--- config.mk ---
export PLATFORM = sky130hd
export DESIGN_NAME = tbw_timebase
export DESIGN_NICKNAME = d
export VERILOG_FILES = /design/src/pkg/tbw_pkg.sv /design/src/tbw_timebase.sv
export SDC_FILE = /design/constraint.sdc
export NUM_CORES = 1
export LEC_CHECK = 0
export ABC_AREA = 1
export BUFFER_PORTS_ARGS = -buffer_cell sky130_fd_sc_hd__buf_2
export CORE_AREA = 5 5 128 130
export DETAILED_ROUTE_END_ITERATION = 16
export DIE_AREA = 0 0 133 135
export GPL_TIMING_DRIVEN = 0
export PLACE_DENSITY = 0.63
export SETUP_SLACK_MARGIN = 0.2
export SYNTH_ARGS = -nofsm -noshare
export SYNTH_HDL_FRONTEND = slang
export SYNTH_SLANG_ARGS = --single-unit
--- constraint.sdc ---
create_clock -name clk -period 2.6 [get_ports clk]
set_input_delay 0.39 -clock clk [delete_from_list [all_inputs] [get_ports clk]]
set_output_delay 0.39 -clock clk [all_outputs]
set_load 0.01 [all_outputs]
--- src/pkg/tbw_pkg.sv ---
package tbw_pkg;

   // Register byte addresses.
   localparam logic [7:0] ADDR_OPTION   = 8'h94;
   localparam logic [7:0] ADDR_INTERRUPT_FLAG_STATUS   = 8'h95;
   localparam logic [7:0] ADDR_PINCTL   = 8'hA6;
   localparam logic [7:0] ADDR_RELOAD_L = 8'hCA;
   localparam logic [7:0] ADDR_RELOAD_H = 8'hCB;
   localparam logic [7:0] ADDR_COUNT_L  = 8'hCC;
   localparam logic [7:0] ADDR_COUNT_H  = 8'hCD;
   localparam logic [7:0] ADDR_AUX      = 8'hF8;

   // Field positions.
   localparam int OPT_PERIOD_MSB = 1;
   localparam int OPT_PERIOD_LSB = 0;
   localparam int FLAG_TB_BIT    = 0;
   localparam int AUX_CLR_BIT    = 6;
   localparam int AUX_SEL_B_BIT  = 2;
   localparam int AUX_SEL_A_BIT  = 1;
   localparam int PIN_EN_B_BIT   = 4;
   localparam int PIN_EN_A_BIT   = 0;

   // Reset values and codes.
   localparam logic [7:0] RESET_BYTE      = 8'h00;
   localparam logic [7:0] FLAG_CLEAR_CODE = 8'hFE;

   // Time-base counter: last count before wrap for each period code.
   localparam int          TB_W       = 15;
   localparam logic [14:0] TB_LAST_00 = 15'h7FFF;
   localparam logic [14:0] TB_LAST_01 = 15'h3FFF;
   localparam logic [14:0] TB_LAST_10 = 15'h1FFF;
   localparam logic [14:0] TB_LAST_11 = 15'h007F;
   localparam logic [14:0] TB_ZERO    = 15'h0000;

   // Slow clock by 16, and first waveform half period of 32 overflows.
   localparam logic [3:0] PRE_LAST  = 4'hF;
   localparam logic [3:0] PRE_ZERO  = 4'h0;
   localparam logic [4:0] HALF_LAST = 5'h1F;
   localparam logic [4:0] HALF_ZERO = 5'h00;

   typedef struct packed {
      logic [7:0] addr;
      logic [7:0] wdata;
      logic       wr;
      logic       rd;
   } tbw_bus_s;

   typedef struct packed {
      logic p1_0_out;
      logic p1_0_oe;
      logic p3_4_out;
      logic p3_4_oe;
   } tbw_pins_s;

   typedef struct packed {
      logic [15:0] reload;
      logic [15:0] count;
   } tbw_timer_b_s;

   typedef struct packed {
      logic [7:0]  option;
      logic        tb_flag;
      logic [7:0]  pinctl;
      logic [7:0]  reload_lo;
      logic [7:0]  reload_hi;
      logic [7:0]  count_lo;
      logic [7:0]  count_hi;
      logic [7:0]  aux;
      logic [7:0]  rdata;
      logic [2:0]  slow_sync;
      logic [2:0]  pin_a_sync;
      logic [2:0]  pin_b_sync;
      logic [14:0] tb_cnt;
      logic [3:0]  pre_cnt;
      logic [4:0]  half_cnt;
      logic        wave_a;
      logic        wave_b;
      logic        evt_a;
      logic        evt_b;
   } tbw_state_s;

endpackage

--- src/tbw_timebase.sv ---
// What this block does
// - Second timer reload value: two read/write byte registers, reset to zero.
// - Second timer count: two read/write byte registers, reset to zero.
// - Second timer event source: 0 external pin, 1 slow clock divided by 16.
// - First timer event source: 0 external pin, 1 slow clock divided by 16.
// - Time-base counter advances on slow clock edges only.
// - Period code 00/01/10/11 gives 32768/16384/8192/128 slow clock cycles.
// - Flag is set each time the time-base counter completes its period.
// - Flag clears by itself when its service routine is entered.
// - Writing FEh to the flag register clears only the time-base flag.
// - Clear bit resets the time-base counter and drops itself next cycle.
// - First waveform is first timer overflows divided by 64.
// - Second waveform is second timer overflows divided by 2.
// - Second enable drives the second waveform onto P1.0, else output off.
// - First enable drives the first waveform onto P3.4, else output off.
`timescale 1ns/1ns

module tbw_timebase
   import tbw_pkg::*;
(
   input  wire logic         clk,
   input  wire logic         rstn,
   input  wire tbw_bus_s     bus,
   output logic [7:0]        rdata,
   input  wire logic         slow_clock,
   input  wire logic         ext_count_a_pin,
   input  wire logic         ext_count_b_pin,
   input  wire logic         timebase_isr_enter,
   input  wire logic         ovf_first_timer,
   input  wire logic         ovf_second_timer,
   output logic              timer_a_count_event,
   output logic              timer_b_count_event,
   output logic              timebase_interrupt_flag,
   output tbw_timer_b_s      timer_b_regs,
   output tbw_pins_s         pins
);

   tbw_state_s  st_reg;
   tbw_state_s  st_next;
   logic        slow_edge;
   logic        pre_wrap;
   logic        pin_a_fall;
   logic        pin_b_fall;
   logic [14:0] tb_last;
   logic        tb_wrap;
   logic        tb_clr;
   logic        wr_flag;

   // Only the second and third stages are read; the first stage settles metastability.
   assign slow_edge  = st_reg.slow_sync[1] & ~st_reg.slow_sync[2];
   assign pin_a_fall = ~st_reg.pin_a_sync[1] & st_reg.pin_a_sync[2];
   assign pin_b_fall = ~st_reg.pin_b_sync[1] & st_reg.pin_b_sync[2];
   assign pre_wrap   = slow_edge && (st_reg.pre_cnt == PRE_LAST);
   assign tb_clr     = st_reg.aux[AUX_CLR_BIT];
   assign tb_wrap    = slow_edge && !tb_clr && (st_reg.tb_cnt == tb_last);
   assign wr_flag    = bus.wr && (bus.addr == ADDR_INTERRUPT_FLAG_STATUS);

   always_comb begin
      unique case (st_reg.option[OPT_PERIOD_MSB:OPT_PERIOD_LSB])
         2'b00: tb_last = TB_LAST_00;
         2'b01: tb_last = TB_LAST_01;
         2'b10: tb_last = TB_LAST_10;
         2'b11: tb_last = TB_LAST_11;
      endcase
   end

   always_comb begin
      st_next = st_reg;

      st_next.slow_sync  = {st_reg.slow_sync[1:0], slow_clock};
      st_next.pin_a_sync = {st_reg.pin_a_sync[1:0], ext_count_a_pin};
      st_next.pin_b_sync = {st_reg.pin_b_sync[1:0], ext_count_b_pin};

      // The clear bit lives for exactly one cycle after the write that set it.
      st_next.aux[AUX_CLR_BIT] = 1'b0;

      if (bus.wr) begin
         unique case (bus.addr)
            ADDR_OPTION:   st_next.option    = bus.wdata;
            ADDR_PINCTL:   st_next.pinctl    = bus.wdata;
            ADDR_RELOAD_L: st_next.reload_lo = bus.wdata;
            ADDR_RELOAD_H: st_next.reload_hi = bus.wdata;
            ADDR_COUNT_L:  st_next.count_lo  = bus.wdata;
            ADDR_COUNT_H:  st_next.count_hi  = bus.wdata;
            ADDR_AUX:      st_next.aux       = bus.wdata;
            default: ;
         endcase
      end

      // Read data stand only in the cycle after the read strobe.
      st_next.rdata = RESET_BYTE;
      if (bus.rd) begin
         unique case (bus.addr)
            ADDR_OPTION:   st_next.rdata = st_reg.option;
            ADDR_INTERRUPT_FLAG_STATUS:   st_next.rdata = {7'h00, st_reg.tb_flag};
            ADDR_PINCTL:   st_next.rdata = st_reg.pinctl;
            ADDR_RELOAD_L: st_next.rdata = st_reg.reload_lo;
            ADDR_RELOAD_H: st_next.rdata = st_reg.reload_hi;
            ADDR_COUNT_L:  st_next.rdata = st_reg.count_lo;
            ADDR_COUNT_H:  st_next.rdata = st_reg.count_hi;
            ADDR_AUX:      st_next.rdata = st_reg.aux;
            default:       st_next.rdata = RESET_BYTE;
         endcase
      end

      // Slow clock divided by 16 feeds both event-count selectors.
      if (slow_edge) begin
         st_next.pre_cnt = st_reg.pre_cnt + 4'h1;
      end

      // Time-base counter; a pending clear beats a slow edge in the same cycle.
      if (tb_clr) begin
         st_next.tb_cnt = TB_ZERO;
      end else if (tb_wrap) begin
         st_next.tb_cnt = TB_ZERO;
      end else if (slow_edge) begin
         st_next.tb_cnt = st_reg.tb_cnt + 15'h0001;
      end

      // Clears first, so a wrap in the same cycle still sets the flag.
      if (timebase_isr_enter) begin
         st_next.tb_flag = 1'b0;
      end
      if (wr_flag && !bus.wdata[FLAG_TB_BIT]) begin
         st_next.tb_flag = 1'b0;
      end
      if (tb_wrap) begin
         st_next.tb_flag = 1'b1;
      end

      // Event pulses to the timer engines, one cycle each.
      st_next.evt_a = st_reg.aux[AUX_SEL_A_BIT] ? pre_wrap : pin_a_fall;
      st_next.evt_b = st_reg.aux[AUX_SEL_B_BIT] ? pre_wrap : pin_b_fall;

      // Toggling every 32 overflows gives a square wave of 64 overflows.
      if (ovf_first_timer) begin
         st_next.half_cnt = st_reg.half_cnt + 5'h01;
         if (st_reg.half_cnt == HALF_LAST) begin
            st_next.wave_a = ~st_reg.wave_a;
         end
      end
      if (ovf_second_timer) begin
         st_next.wave_b = ~st_reg.wave_b;
      end
   end

   always_ff @(posedge clk) begin
      if (!rstn) begin
         st_reg <= '0;
      end else begin
         st_reg <= st_next;
      end
   end

   assign rdata                   = st_reg.rdata;
   assign timer_a_count_event     = st_reg.evt_a;
   assign timer_b_count_event     = st_reg.evt_b;
   assign timebase_interrupt_flag = st_reg.tb_flag;
   assign timer_b_regs.reload     = {st_reg.reload_hi, st_reg.reload_lo};
   assign timer_b_regs.count      = {st_reg.count_hi, st_reg.count_lo};

   // With the enable low the pad falls back to its ordinary port driver.
   assign pins.p1_0_out = st_reg.wave_b;
   assign pins.p1_0_oe  = st_reg.pinctl[PIN_EN_B_BIT];
   assign pins.p3_4_out = st_reg.wave_a;
   assign pins.p3_4_oe  = st_reg.pinctl[PIN_EN_A_BIT];
endmodule

==> summary.md <==
| Metric | Value |
|---|---|
| Max layer used | met4 |
| Detailed route wirelength on metal3 | 822 um |
| Finished Cell Area | 5900 um2 |
| Critical path class | flop to flop |
| Die area | 18000 um2 |
| Setup WS pre-CTS | 0.778 ns |
| GP Congestion | 0.862 |
| CP max stage cell | dfxtp_1 |
| Port Buffers | 70 |
| Most common cell after layout, fill and taps aside | dfxtp_1 |
| Setup TNS Final | 0 ns |
| Critical path's largest stage delay | 0.37 ns |
| Worst skew pair latency | 0.35 ns |
| Average size of a mapped cell | 7.45 um2 |
| R2r setup slk | 0.95 ns |
| Via count of the first global-routing pass | 4129 |
| Fin crit period | 1.65 ns |
| Average vias per placed instance | 4.67 |
| Worst setup SP type | flop |
| Status | completed |
| Max Freq | 0.606 GHz |
| Root Buffer | clkbuf_16 |
| Synth warn | 0 |
| Pwr Total | 3.03 mW |
| Row count | 45 |
| Critical Path Fanout Max | 10 |
| Mapped Nets | 708 |
| Tot GR Track Use | 15.2% |
| Detailed Route Iter0 Violations | 281 |
| Via count | 4443 |
| Drt wl/cell | 14.1 um |
| Fill cell count | 1560 |
| Leakage | 2.69 nW |
| Crit path arrival time | 1.89 ns |
| Maxcap violations | 0 |
| Gate count of the mapped netlist | 678 |
| Worst Hold Launch | slow_clock |
| Final setup skew | 0.00474 ns |
| Area grow syn2layout | 16.9% |
| Sequential fraction of the synthesis area | 40.4% |
| Reg2reg end | st_reg[18] |
| Die H | 135 um |
| CTS Hold Bufs | 0 |
| Final WL | 13500 um |
| Final setup fails | 0 |
| First-pass GRT wire length | 21700 um |
| Post-Route M1 WL | 6390 um |
| Max-slew violation count | 0 |
| Nets | 789 |
| Worst Path Required | 2.84 ns |
| Starting density of the core | 33.6% |
| CTS Buf Count | 9 |
| Remaining global-route overflow | 0 |
| Core Region | 15000 um2 |
| Hold path cells | 3 |
| Post-CTS Setup Bufs | 0 |
| Remaining routing DRC violations | 0 |
| Area of placed instances | 5630 um2 |
| Fraction of layout cells with a size suffix above 1 | 22.9% |
| R2r startpoint | st_reg[13] |
| Period utilization | 63.5% |
| WL met2 | 6010 um |
| # diodes | 0 |
| Cell Pwr Density | 513 nW/um2 |
| Max transition margin | 59.3% |
| Hold endpoint | st_next[35] |
| Flops & latches, synth | 102 |
| Cell Area, Synth | 5050 um2 |
| Max reg flops | 49 |
| Setup ws final | 0.949 ns |
| Clock slew seen by the registers of the worst setup and hold paths | 0.06 ns |
| H-tree depth | 3 |
| Worst-margin pin slew | 0.611 ns |
| CTS Buffer Depth | 2 |
| Dpl hpwl | 10200 um |
| Commonest cells after routing, fill and taps aside | dfxtp_1, inv_1, nand2_1 |
| Post-cts resize count | 0 |
| Largest net degree at the start of global routing | 17 |
| R2R cell count | 7 |
| Clock sinks | 102 |
| Max IR drop VDD | 248 uV |
| Worst hold path type | input port to flop |
| Die Wd | 133 um |
| Final Util | 39.3% |
| Unrepaired setup endpoints after global routing | no |
| Cell variety after synth | 34 |
| Crit path cell chain | ha_1, nand4_1, nor2_4, nand3_1, nand2_2, buf_4, nor2_1 |
| IO Pins | 73 |
| Final hold violations | 0 |
| CTS tree | yes |
| Post-route ant nets | 0 |
| Initial antenna violation count | 0 |
| Critical Path Source | st_reg[13] |
| First drt pass iteration count | 5 |
| Critical Path Sink Type | flop |
synth_stat cells:
cell type	number	area, um2
o21ai_0	54	270
nand2_1	89	334
clkbuf_1	8	30.0
and3_1	1	6.26
o21ai_2	3	26.3
nor2_8	4	80.1
nor3_1	11	55.1
nand4_1	6	37.5
nand3_1	64	320
nand3_2	4	40.0
buf_2	1	5.00
buf_4	48	360
clkinv_2	2	10.0
inv_2	1	3.75
nor3_2	1	10.0
o21ai_1	5	25.0
xnor2_1	2	17.5
nand3_4	3	52.6
nor2_1	64	240
buf_6	7	78.8
nand2_2	6	37.5
nor2_2	1	6.26
nor3b_1	1	7.51
nand3b_1	2	15.0
dfxtp_1	102	2040
a31oi_1	1	6.26
inv_1	97	364
buf_1	1	3.75
ha_1	4	50.1
nand2_4	2	22.5
nor2_4	6	67.6
a21oi_1	67	335
xor2_1	8	70.1
a21oi_2	2	17.5
metal layers:
layer  global-route usage [%]  up-vias
met5                        0        -
met4                     4.56        0
met3                     3.24       15
met2                     23.4      122
met1                     21.4     2010
li1                         -     2296
final cells by class:
class                   instances  area (um2)  share of cell area, %
multi-input cells             411        2150                   36.4
clock buffers                  11         233                   3.94
flip-flops and latches        102        2040                   34.6
inverters                     100         378                   6.40
well taps                     188         235                   3.98
clock inverters                 5        36.3                  0.615
plain buffers                  65         478                   8.10
repair buffers                 70         350                   5.93
power by group:
part           internal (mW)  switching (mW)  leakage (nW)  total, mW
logic                 0.0561           0.138          1.74      0.194
clock network          0.650           0.595         0.122       1.25
registers               1.58         0.00980         0.824       1.59
kinds of logic after synthesis:
logic type / count (synthesis) / synth area share, %
xor+xnor: 10 / 1.73
flops: 102 / 40.4
buf+inv: 165 / 17.0
compound gates: 132 / 13.5
fa+ha+maj: 4 / 0.991
simple gates: 265 / 26.4
critical path, delay by kind of cell (launching register included):
kind          cells  cell delay [ns]
flops             1             0.37
simple gates      5             0.77
buf+inv           1             0.20
fa+ha+maj         1             0.20
metrics by stage:
stage	std cells	hold WS, ns
after floorplan	678	0.390
final	952	0.227
after detailed placement	936	0.402
after CTS	952	0.216
after global placement	936	0.393
after global routing	952	0.229
worst max path at each step:
stage	end	slack, ns
final	st_reg[18]	0.95
after global routing	st_reg[24]	0.76
after CTS	st_reg[17]	0.90
after detailed placement	rdata[0]	0.78
after global placement	rdata[1]	0.80
after floorplan	st_reg[15]	1.20
(Power assumes the default switching activity.)
